<file path="src/verilog/hpgc_pkg.sv">
// Constants and types shared by the host port and global control block.
`default_nettype none
package hpgc_pkg;
	// Clock rate of the bus and core logic.
	localparam int PCLK_HZ = 25_000_000;
	// Lowest backplane clock rate; the other rates are doublings of it.
	localparam int BP_BASE_HZ = 2_048_000;
	localparam int ACC_W = 24;
	localparam logic [ACC_W-1:0] BP_INC_BASE =
		ACC_W'((64'(BP_BASE_HZ) << ACC_W) / 64'(PCLK_HZ));
	// Reference edges per 8 kHz frame at the T1 and E1 rates.
	localparam logic [8:0] T1_REF_PER_FRAME = 9'd193;
	localparam logic [8:0] E1_REF_PER_FRAME = 9'd256;
	// APB address width; each register takes one aligned word.
	localparam int APB_AW = 12;
	// Register indices (byte address is four times the index).
	localparam logic [7:0] IDX_GCTL1 = 8'h00;
	localparam logic [7:0] IDX_GCLK = 8'h01;
	localparam logic [7:0] IDX_GFRST = 8'h02;
	localparam logic [7:0] IDX_GLRST = 8'h03;
	localparam logic [7:0] IDX_IRQEN = 8'h04;
	localparam logic [7:0] IDX_GREF = 8'h05;
	localparam logic [7:0] IDX_STAT = 8'h06;
	localparam logic [7:0] IDX_PORT_BASE = 8'h10;
	// Per-port register offsets within a 16-entry port block.
	localparam logic [3:0] PR_RX_MM = 4'h0;
	localparam logic [3:0] PR_TX_MM = 4'h1;
	localparam logic [3:0] PR_RX_HDLC = 4'h2;
	localparam logic [3:0] PR_TX_HDLC1 = 4'h3;
	localparam logic [3:0] PR_RX_ES = 4'h4;
	localparam logic [3:0] PR_TX_ES = 4'h5;
	localparam logic [3:0] PR_RX_BOC = 4'h6;
	localparam logic [3:0] PR_LOOP_DN = 4'h7;
	localparam logic [3:0] PR_LOOP_UP = 4'h8;
	localparam logic [3:0] PR_SPARE = 4'h9;
	localparam logic [3:0] PR_LMC = 4'ha;
	localparam logic [3:0] PR_COUNT = 4'hb;
	// Field positions.
	localparam int BWE_BIT = 2;
	localparam int MM_RESET_BIT = 1;
	localparam int RHC_RESET_BIT = 6;
	localparam int TX_HDLC_CONTROL_1_RESET_BIT = 5;
	localparam int ES_RESET_BIT = 2;
	localparam int BOC_RESET_BIT = 7;
	localparam int LMC_TPD_BIT = 0;
	localparam int LMC_RPD_BIT = 1;
	localparam int LMC_TE_BIT = 2;
	localparam int GCLK_RATE_LSB = 0;
	localparam int GCLK_REFOUT_BIT = 2;
	localparam int GCLK_T1_BIT = 3;
	localparam int GCLK_MULT_LSB = 4;
	localparam int GREF_KIND_LSB = 0;
	localparam int GREF_PORT_LSB = 4;
	// Reference source kinds.
	localparam logic [1:0] REF_MCLK = 2'h0;
	localparam logic [1:0] REF_PIN = 2'h1;
	localparam logic [1:0] REF_RCLK = 2'h2;
	localparam logic [7:0] REG_RST = 8'h00;
	typedef enum logic [1:0] {HP_IDLE, HP_READ, HP_WRITE} hpgc_hp_state_t;
endpackage
`default_nettype wire

</file>
<file path="src/verilog/hpgc_top.sv">
// Host port, register file, clock generation and reset fan-out.
//
// The register offsets and the APB slave port were left to the implementer.
`timescale 1ns/1ps
`default_nettype none
module hpgc_top #(
	parameter int PORTS = 8
) (
	// APB slave
	input wire logic pclk,
	input wire logic presetn,
	input wire logic psel,
	input wire logic penable,
	input wire logic pwrite,
	input wire logic [hpgc_pkg::APB_AW-1:0] paddr,
	input wire logic [31:0] pwdata,
	output logic pready,
	output logic [31:0] prdata,
	output logic pslverr,
	// Parallel host port; in the second style read_strobe_n carries
	// the data strobe and write_strobe_n the read/write direction.
	input wire logic bus_style_select,
	input wire logic chip_select_n,
	input wire logic read_strobe_n,
	input wire logic write_strobe_n,
	input wire logic [12:0] host_addr,
	input wire logic [7:0] data_i,
	output logic [7:0] data_o,
	output logic data_oe,
	// Interrupt pin, open drain
	input wire logic [PORTS-1:0] irq_cond,
	input wire logic irq_out_n_i,
	output logic irq_out_n_o,
	output logic irq_out_n_oe,
	// Hardware reset pin
	input wire logic hw_reset_n,
	// Clock sources and backplane outputs
	input wire logic master_clock_in,
	input wire logic [PORTS-1:0] recovered_clock,
	input wire logic reference_clock_pin_i,
	output logic reference_clock_pin_o,
	output logic reference_clock_pin_oe,
	output logic backplane_clock_out,
	output logic backplane_frame_pulse,
	// Per-port sub-unit resets and power controls
	output logic [PORTS-1:0] framer_bert_reset,
	output logic [PORTS-1:0] line_unit_reset,
	output logic [PORTS-1:0] rx_framer_reset,
	output logic [PORTS-1:0] tx_framer_reset,
	output logic [PORTS-1:0] rx_hdlc_reset,
	output logic [PORTS-1:0] tx_hdlc_reset,
	output logic [PORTS-1:0] rx_elastic_reset,
	output logic [PORTS-1:0] tx_elastic_reset,
	output logic [PORTS-1:0] rx_bitcode_reset,
	output logic [PORTS-1:0] loop_code_restart,
	output logic [PORTS-1:0] spare_code_restart,
	output logic [PORTS-1:0] tx_powerdown,
	output logic [PORTS-1:0] rx_powerdown,
	// Line transmitter pins
	input wire logic [PORTS-1:0] line_tx_pos_data,
	input wire logic [PORTS-1:0] line_tx_neg_data,
	output logic [PORTS-1:0] line_tx_pos_o,
	output logic [PORTS-1:0] line_tx_pos_oe,
	output logic [PORTS-1:0] line_tx_neg_o,
	output logic [PORTS-1:0] line_tx_neg_oe
);
	if (PORTS < 1 || PORTS > 8) begin : g_bad_ports
		$error("PORTS must lie between 1 and 8");
	end

	logic [7:0] gctl1_r, gclk_r, gfrst_r, glrst_r, irqen_r, gref_r;
	logic [7:0] preg_r [0:127];
	hpgc_pkg::hpgc_hp_state_t hp_state_r;
	logic [12:0] hp_adr_r;
	logic [7:0] hp_dat_r;
	logic hp_pend_r;
	logic hp_rd, hp_wr, hp_commit;
	logic apb_ok, apb_wr, apb_acc;
	logic w_en, w_pp;
	logic [7:0] w_idx, w_dat;
	logic [6:0] w_pidx;
	logic [PORTS-1:0] w_ports;
	logic hwr;
	logic mclk_q, mclk_d, refpin_q, ref_d_r, pre_lvl_r;
	logic [PORTS-1:0] rclk_q;
	logic [2:0] presc_cnt_r;
	logic [1:0] mult, ref_kind;
	logic [2:0] ref_port;
	logic ref_lvl, ref_tick, frame_end;
	logic [8:0] fcnt_r;
	logic [hpgc_pkg::ACC_W-1:0] acc_r;

	function automatic logic map_ok(input logic [7:0] idx);
		map_ok = (idx <= hpgc_pkg::IDX_STAT) ||
			(idx[7:4] != 4'h0 && int'(idx[7:4]) <= PORTS &&
			idx[3:0] < hpgc_pkg::PR_COUNT);
	endfunction

	function automatic logic [7:0] rd_val(input logic [7:0] idx);
		rd_val = 8'h00;
		if (map_ok(idx)) begin
			case (idx)
				hpgc_pkg::IDX_GCTL1: rd_val = gctl1_r;
				hpgc_pkg::IDX_GCLK: rd_val = gclk_r;
				hpgc_pkg::IDX_GFRST: rd_val = gfrst_r;
				hpgc_pkg::IDX_GLRST: rd_val = glrst_r;
				hpgc_pkg::IDX_IRQEN: rd_val = irqen_r;
				hpgc_pkg::IDX_GREF: rd_val = gref_r;
				hpgc_pkg::IDX_STAT: begin
					rd_val = {6'h00, backplane_clock_out, irq_out_n_i};
				end
				default: rd_val = preg_r[7'(idx - hpgc_pkg::IDX_PORT_BASE)];
			endcase
		end
	endfunction

	function automatic logic pbit(input int p, input logic [3:0] off,
			input int b);
		logic [7:0] v;
		v = preg_r[{3'(p), off}];
		pbit = v[b];
	endfunction

	// APB answers with one wait state: pready rises in the cycle after
	// the first access cycle.
	assign apb_acc = psel && penable && !pready;
	assign apb_ok = (paddr[hpgc_pkg::APB_AW-1:10] == '0) && map_ok(paddr[9:2]);
	assign apb_wr = psel && penable && pready && pwrite;

	always_ff @(posedge pclk or negedge presetn) begin
		if (!presetn) begin
			pready <= 1'b0;
			prdata <= 32'h00000000;
			pslverr <= 1'b0;
		end else begin
			pready <= apb_acc;
			pslverr <= apb_acc && !apb_ok;
			if (apb_acc) begin
				prdata <= {24'h000000, apb_ok ? rd_val(paddr[9:2]) : 8'h00};
			end
		end
	end

	// Strobe decoding for both styles, gated by chip select.
	assign hp_rd = !chip_select_n && (bus_style_select ?
		(!read_strobe_n && write_strobe_n) :
		(!read_strobe_n && write_strobe_n));
	assign hp_wr = !chip_select_n && (bus_style_select ?
		(!read_strobe_n && !write_strobe_n) :
		!write_strobe_n);
	// A host write waits one cycle if an APB write takes the same edge.
	assign hp_commit = hp_pend_r && !apb_wr;

	always_ff @(posedge pclk or negedge presetn) begin
		if (!presetn) begin
			hp_state_r <= hpgc_pkg::HP_IDLE;
			hp_adr_r <= 13'h0000;
			hp_dat_r <= 8'h00;
			hp_pend_r <= 1'b0;
		end else begin
			if (hp_commit) begin
				hp_pend_r <= 1'b0;
			end
			case (hp_state_r)
				hpgc_pkg::HP_IDLE: begin
					if (hp_wr) begin
						hp_state_r <= hpgc_pkg::HP_WRITE;
						hp_adr_r <= host_addr;
						hp_dat_r <= data_i;
					end else if (hp_rd) begin
						hp_state_r <= hpgc_pkg::HP_READ;
					end
				end
				hpgc_pkg::HP_WRITE: begin
					if (hp_wr) begin
						hp_adr_r <= host_addr;
						hp_dat_r <= data_i;
					end else begin
						// Data is latched on the trailing strobe edge.
						hp_pend_r <= 1'b1;
						hp_state_r <= hpgc_pkg::HP_IDLE;
					end
				end
				hpgc_pkg::HP_READ: begin
					if (!hp_rd) begin
						hp_state_r <= hpgc_pkg::HP_IDLE;
					end
				end
				default: hp_state_r <= hpgc_pkg::HP_IDLE;
			endcase
		end
	end

	always_ff @(posedge pclk or negedge presetn) begin
		if (!presetn) begin
			data_o <= 8'h00;
			data_oe <= 1'b0;
		end else begin
			data_oe <= hp_rd;
			data_o <= (host_addr[12:8] == 5'h00) ?
				rd_val(host_addr[7:0]) : 8'h00;
		end
	end

	// One write path shared by APB and the host port.
	assign w_en = apb_wr ? apb_ok :
		(hp_commit && hp_adr_r[12:8] == 5'h00 && map_ok(hp_adr_r[7:0]));
	assign w_idx = apb_wr ? paddr[9:2] : hp_adr_r[7:0];
	assign w_dat = apb_wr ? pwdata[7:0] : hp_dat_r;
	assign w_pidx = 7'(w_idx - hpgc_pkg::IDX_PORT_BASE);
	assign w_pp = w_en && (w_idx >= hpgc_pkg::IDX_PORT_BASE);

	always_comb begin
		w_ports = '0;
		if (w_pp) begin
			if (gctl1_r[hpgc_pkg::BWE_BIT]) begin
				w_ports = '1;
			end else begin
				w_ports[w_pidx[6:4]] = 1'b1;
			end
		end
	end

	always_ff @(posedge pclk or negedge presetn) begin
		if (!presetn) begin
			gctl1_r <= hpgc_pkg::REG_RST;
			gclk_r <= hpgc_pkg::REG_RST;
			gfrst_r <= hpgc_pkg::REG_RST;
			glrst_r <= hpgc_pkg::REG_RST;
			irqen_r <= hpgc_pkg::REG_RST;
			gref_r <= hpgc_pkg::REG_RST;
			for (int i = 0; i < 128; i++) begin
				preg_r[i] <= hpgc_pkg::REG_RST;
			end
		end else if (w_en) begin
			case (w_idx)
				hpgc_pkg::IDX_GCTL1: gctl1_r <= w_dat;
				hpgc_pkg::IDX_GCLK: gclk_r <= w_dat;
				hpgc_pkg::IDX_GFRST: gfrst_r <= w_dat;
				hpgc_pkg::IDX_GLRST: glrst_r <= w_dat;
				hpgc_pkg::IDX_IRQEN: irqen_r <= w_dat;
				hpgc_pkg::IDX_GREF: gref_r <= w_dat;
				hpgc_pkg::IDX_STAT: begin
				end
				default: begin
					for (int p = 0; p < PORTS; p++) begin
						if (w_ports[p]) begin
							preg_r[{3'(p), w_idx[3:0]}] <= w_dat;
						end
					end
				end
			endcase
		end
	end

	// Sub-unit resets follow their control bits; register contents
	// survive the hardware pin, so software need not reload them.
	assign hwr = !hw_reset_n;

	always_ff @(posedge pclk or negedge presetn) begin
		if (!presetn) begin
			framer_bert_reset <= '0;
			line_unit_reset <= '0;
			rx_framer_reset <= '0;
			tx_framer_reset <= '0;
			rx_hdlc_reset <= '0;
			tx_hdlc_reset <= '0;
			rx_elastic_reset <= '0;
			tx_elastic_reset <= '0;
			rx_bitcode_reset <= '0;
			loop_code_restart <= '0;
			spare_code_restart <= '0;
			tx_powerdown <= '0;
			rx_powerdown <= '0;
			line_tx_pos_o <= '0;
			line_tx_pos_oe <= '0;
			line_tx_neg_o <= '0;
			line_tx_neg_oe <= '0;
		end else begin
			framer_bert_reset <= gfrst_r[PORTS-1:0] | {PORTS{hwr}};
			line_unit_reset <= glrst_r[PORTS-1:0] | {PORTS{hwr}};
			line_tx_pos_o <= line_tx_pos_data;
			line_tx_neg_o <= line_tx_neg_data;
			for (int p = 0; p < PORTS; p++) begin
				rx_framer_reset[p] <= pbit(p, hpgc_pkg::PR_RX_MM,
					hpgc_pkg::MM_RESET_BIT);
				tx_framer_reset[p] <= pbit(p, hpgc_pkg::PR_TX_MM,
					hpgc_pkg::MM_RESET_BIT);
				rx_hdlc_reset[p] <= pbit(p, hpgc_pkg::PR_RX_HDLC,
					hpgc_pkg::RHC_RESET_BIT);
				tx_hdlc_reset[p] <= pbit(p, hpgc_pkg::PR_TX_HDLC1,
					hpgc_pkg::TX_HDLC_CONTROL_1_RESET_BIT);
				rx_elastic_reset[p] <= pbit(p, hpgc_pkg::PR_RX_ES,
					hpgc_pkg::ES_RESET_BIT);
				tx_elastic_reset[p] <= pbit(p, hpgc_pkg::PR_TX_ES,
					hpgc_pkg::ES_RESET_BIT);
				rx_bitcode_reset[p] <= pbit(p, hpgc_pkg::PR_RX_BOC,
					hpgc_pkg::BOC_RESET_BIT);
				loop_code_restart[p] <= w_ports[p] &&
					(w_idx[3:0] == hpgc_pkg::PR_LOOP_DN ||
					w_idx[3:0] == hpgc_pkg::PR_LOOP_UP);
				spare_code_restart[p] <= w_ports[p] &&
					w_idx[3:0] == hpgc_pkg::PR_SPARE;
				tx_powerdown[p] <= pbit(p, hpgc_pkg::PR_LMC,
					hpgc_pkg::LMC_TPD_BIT);
				rx_powerdown[p] <= pbit(p, hpgc_pkg::PR_LMC,
					hpgc_pkg::LMC_RPD_BIT);
				// Power-down or a cleared enable both float the pair.
				line_tx_pos_oe[p] <= pbit(p, hpgc_pkg::PR_LMC,
					hpgc_pkg::LMC_TE_BIT) && !pbit(p, hpgc_pkg::PR_LMC,
					hpgc_pkg::LMC_TPD_BIT);
				line_tx_neg_oe[p] <= pbit(p, hpgc_pkg::PR_LMC,
					hpgc_pkg::LMC_TE_BIT) && !pbit(p, hpgc_pkg::PR_LMC,
					hpgc_pkg::LMC_TPD_BIT);
			end
		end
	end

	always_ff @(posedge pclk or negedge presetn) begin
		if (!presetn) begin
			irq_out_n_o <= 1'b0;
			irq_out_n_oe <= 1'b0;
		end else begin
			irq_out_n_o <= 1'b0;
			irq_out_n_oe <= |(irq_cond & irqen_r[PORTS-1:0]);
		end
	end

	// Clock inputs are sampled once; the master clock must be well
	// below half of pclk for its edges to be seen.
	always_ff @(posedge pclk or negedge presetn) begin
		if (!presetn) begin
			mclk_q <= 1'b0;
			mclk_d <= 1'b0;
			refpin_q <= 1'b0;
			rclk_q <= '0;
			ref_d_r <= 1'b0;
		end else begin
			mclk_q <= master_clock_in;
			mclk_d <= mclk_q;
			refpin_q <= reference_clock_pin_i;
			rclk_q <= recovered_clock;
			ref_d_r <= ref_lvl;
		end
	end

	assign mult = gclk_r[hpgc_pkg::GCLK_MULT_LSB +: 2];
	assign ref_kind = gref_r[hpgc_pkg::GREF_KIND_LSB +: 2];
	assign ref_port = gref_r[hpgc_pkg::GREF_PORT_LSB +: 3];

	// Prescaler divides a 2x, 4x or 8x master clock to the line rate.
	always_ff @(posedge pclk or negedge presetn) begin
		if (!presetn) begin
			presc_cnt_r <= 3'h0;
			pre_lvl_r <= 1'b0;
		end else if (mclk_q && !mclk_d && mult != 2'h0) begin
			if (presc_cnt_r >= (3'h1 << (mult - 2'h1)) - 3'h1) begin
				presc_cnt_r <= 3'h0;
				pre_lvl_r <= !pre_lvl_r;
			end else begin
				presc_cnt_r <= presc_cnt_r + 3'h1;
			end
		end
	end

	always_comb begin
		ref_lvl = 1'b0;
		case (ref_kind)
			hpgc_pkg::REF_MCLK: ref_lvl = (mult == 2'h0) ? mclk_q : pre_lvl_r;
			hpgc_pkg::REF_PIN: ref_lvl = refpin_q;
			hpgc_pkg::REF_RCLK: begin
				if (int'(ref_port) < PORTS) begin
					ref_lvl = rclk_q[ref_port];
				end
			end
			default: ref_lvl = 1'b0;
		endcase
	end

	assign ref_tick = ref_lvl && !ref_d_r;
	assign frame_end = ref_tick && (fcnt_r == (gclk_r[hpgc_pkg::GCLK_T1_BIT] ?
		hpgc_pkg::T1_REF_PER_FRAME : hpgc_pkg::E1_REF_PER_FRAME) - 9'h1);

	// Frames are counted in reference edges so the frame pulse tracks
	// the chosen reference; the clock phase restarts at each frame.
	always_ff @(posedge pclk or negedge presetn) begin
		if (!presetn) begin
			fcnt_r <= 9'h000;
			acc_r <= '0;
			backplane_clock_out <= 1'b0;
			backplane_frame_pulse <= 1'b0;
			reference_clock_pin_o <= 1'b0;
			reference_clock_pin_oe <= 1'b0;
		end else begin
			if (frame_end) begin
				fcnt_r <= 9'h000;
			end else if (ref_tick) begin
				fcnt_r <= fcnt_r + 9'h001;
			end
			backplane_frame_pulse <= frame_end;
			// The top accumulator bit carries up to a pclk of jitter.
			// Rates above half of pclk alias; 16.384 MHz needs a faster pclk.
			acc_r <= frame_end ? '0 : acc_r + (hpgc_pkg::BP_INC_BASE <<
				gclk_r[hpgc_pkg::GCLK_RATE_LSB +: 2]);
			backplane_clock_out <= acc_r[hpgc_pkg::ACC_W-1];
			reference_clock_pin_o <= ref_lvl;
			reference_clock_pin_oe <= gclk_r[hpgc_pkg::GCLK_REFOUT_BIT] &&
				ref_kind != hpgc_pkg::REF_PIN;
		end
	end
endmodule
`default_nettype wire

</file>
<file path="config.mk">
export PLATFORM = sky130hd
export DESIGN_NAME = hpgc_top
export DESIGN_NICKNAME = d
export VERILOG_FILES = /design/src/verilog/hpgc_pkg.sv /design/src/verilog/hpgc_top.sv
export SDC_FILE = /design/constraint.sdc
export NUM_CORES = 2
export LEC_CHECK = 0
export BUFFER_PORTS_ARGS = -buffer_cell sky130_fd_sc_hd__buf_2
export CAP_MARGIN = 20
export CORE_ASPECT_RATIO = 1.2
export CORE_MARGIN = 5
export CORE_UTILIZATION = 61
export DETAILED_ROUTE_END_ITERATION = 10
export HOLD_SLACK_MARGIN = 0.02
export PLACE_DENSITY = 0.88
export SETUP_SLACK_MARGIN = 0.1
export SLEW_MARGIN = 20
export SYNTH_ARGS = -nofsm -noshare
export SYNTH_HDL_FRONTEND = slang
export SYNTH_SLANG_ARGS = --single-unit
</file>
<file path="constraint.sdc">
create_clock -name pclk -period 7.8 [get_ports pclk]
set_clock_uncertainty 0.1 [all_clocks]
set_input_delay 0.78 -clock pclk [delete_from_list [all_inputs] [get_ports pclk]]
set_output_delay 0.78 -clock pclk [all_outputs]
set_load 0.02 [all_outputs]
</file>
==> out/qor.yml <==
synthesis:
  netlist_area_um2: 64500
  postSynthAreaPerCell_um2: 15.1
  syn_inst: 4272
  synth_cell_type_count: 71
  ys_seq_area_share_pct: 50.3
  synth_edf_count: 0
  ys_async_sr_fraction_pct: 100
  ys_ff_latch: 1296
  ys.flop_type: "dfrtp_1"
  synth_warnings: 0
finish:
  drive_above_1_share_pct: 42.8
  utilization_pct: 66.8
  final_cell_area_um2: 70000
  syn_to_final_growth_pct: 8.62
  nets: 4276
  multi_input_area_um2: 29400
  fillers: 6534
  regArea_um2: 32400
  mostFrequentLayoutCell: "dfrtp_1"
  layout_common_cells: "1296 x dfrtp_1, 622 x mux4_2, 539 x mux2_2"
global_routing:
  antenna_found_initial: 9
  grt_overflow: 0
  grt_pass1_wl_um: 268000
  grt_max_degree: 174
  grt_pass1_vias: 41900
  grt_usage_pct: 31.4
power:
  p_leak_nw: 32.5
  power-per-cell-area_nw_per_um2: 214
  ir_worst_vdd_mv: 0.224
sta:
  hold_violations: 0
  setup_violations: 0
  period_minus_slack_ps: 4480
  rsz0062_at_grt: "false"
  holdWs_ps: 109
  fmax_mhz: 223
  tightestPinTransition_ps: 1150
  finalSetupTns_ps: 0
  relSlewSlack_pct: 22.6
  finalCritPeriodShare_pct: 57.4
  slew_violations: 0
clocking:
  ctsLongestPathBuffers: 3
  cts_resized: 0
  clkLatencyLatePin_ps: 760
  cts_tree: "built"
  post_cts_buffers: 0
  cts_num_sinks: 1296
  clockRootBuffer: "clkbuf_16"
  cts.reportedPaths.clkPinSlew_ps: 60
  h-tree-depth: 3
  cts_buffers: 120
floorplanning:
  die_h_um: 366
  start_util_pct: 61.5
  die_x_um: 307
  core_um2: 105000
  ios: 295
  dieArea_um2: 112000
  rows: 130
worst_setup_path:
  cp.required_ps: 8300
  crit_arrival_ps: 4980
  critical-path-top-delay-family: "simple AND/OR/NAND/NOR gates"
  startpoint_type: "register"
  cp_max_fo: 80
  slowest_stage: "buf_12"
  worstSetupPathType: "reg -> reg"
  worst-path-buf-inv: 2
  crit_chain: "and4_4, mux2_2, nor4_4, buf_4, nand2_2, a31oi_2, o31a_2, buf_12, nand3_4, mux2_1"
  end_kind: "register"
  max_stage_delay_ps: 650
placed_design:
  gp_congestion: 0.920
  io_buffers: 243
  placed_area_um2: 65700
  dp_hpwl_um: 110000
detailed_routing:
  drtIter0Drc: 4672
  dr.pass1.iters: 11
  drtAntennaViolNets: 0
  drt_wl_total_um: 175000
  drc: 1
  routedWlPerCell_um: 31.3
  routed_via_density: 7.09
  vias: 39800
flow_run:
  maxCapViolCount: 0
hold_path:
  holdCritPathClass: "in -> reg"
status:
  status: "complete, but fails checks"
  failed_checks: "design-rule violations"
==> what timing repair did <==
action / 4_1_cts / 5_1_grt
hold buffers: 27 / 0
endpoints found under the hold margin: 76 / 0
endpoints found under the setup margin: 0 / 0
==> worst reg2reg max path: cells and delay by family, from the launching register on <==
family                 cells  cell delay [ps]
multiplexers               2              910
flip-flops                 1              390
AND/OR/NAND/NOR            4             1420
AO/OA/AOI/OAI              2              470
buffers and inverters      2             1040
==> cell usage after synthesis (all sizes together) (10+ instances only) <==
master     n  share of area, %
nand4     10             0.097
dfrtp   1296                50
a22oi     12              0.14
xnor2     17              0.23
o21ai     51              0.40
nand2b    35              0.34
buf      139               1.3
xor2      14              0.19
o22ai     26              0.25
a21o      14              0.16
mux2i     62              0.96
nand2    120              0.70
nor2     124              0.72
nand3    103               2.4
a211oi    17              0.20
a21oi     48              0.37
clkbuf   501               2.9
mux2     745                13
inv       36              0.21
nor2b     39              0.38
nor3      19              0.15
mux4     622                22
ha        39              0.76
a31oi     59              0.58
==> worst paths after layout <==
check | startpoint | cells past startpoint | end | slack (ps)
setup reg to reg | pready | 10 | preg_r[976] | 3320
max in group asynchronous | presetn | 4 | data_o[6] | 5050
hold reg to reg | preg_r[26] | 0 | preg_r[26] | 270
min in group asynchronous | presetn | 2 | preg_r[425] | 570
hold / removal | read_strobe_n | 2 | data_oe | 110
setup / recovery | pready | 10 | preg_r[976] | 3320
==> layer usage <==
metal  share of wire (%)  GRT usage (%)  vias to the layer above  wire length (um)
met5               0.021              0                        -                36
met4                 7.9           20.5                        6             13800
met1                  35           40.3                    20900             60700
met3                  10           8.12                      688             18300
met2                  47           47.9                     2559             82600
li1                    -              -                    15700                 -
==> per-stage QoR <==
step	worst slack (ps)	std cells	total power (W)
after floorplan	3350	4296	0.00835
after global placement	2750	5362	0.00893
after global routing	3270	5607	0.0155
after CTS	3480	5605	0.0150
final	3320	5614	0.0150
after detailed placement	2780	5362	0.00899
==> logic make-up (layout without fill, tap and decap cells) <==
logic type      after synthesis  in the layout  synth area share (%)
fa+ha+maj                    39             39                 0.757
flops                      1296           1296                  50.3
mux                        1429           1429                  35.7
xor+xnor                     31             31                 0.421
simple gates                498            498                  5.28
compound gates              302            302                  3.12
buf+inv                     676            601                  4.42
other cells                   1             32               0.00582
==> registers in the layout (all words and copies together), names as in the netlist, 9 cells and up <==
name and count:
acc_r 24, fcnt_r 9, hp_adr_r 13, preg_r 1024
==> power by group <==
group / switching [W] / internal [W] / total, W / leakage, nW
Sequential: 0.000116 / 0.00687 / 0.00699 / 17.9
Clock: 0.00269 / 0.00340 / 0.00609 / 2.00
Combinational: 0.00133 / 0.000609 / 0.00193 / 12.6
==> layout make-up <==
class	count	share of cell area (%)
flip-flops and latches	1296	46.3
inverters	36	0.195
clock buffers	158	4.78
multi-input cells	2324	42.0
diodes	7	0.0250
well taps	1386	2.48
clock inverters	58	1.02
repair buffers	349	3.23
(Power assumes the default switching activity.)
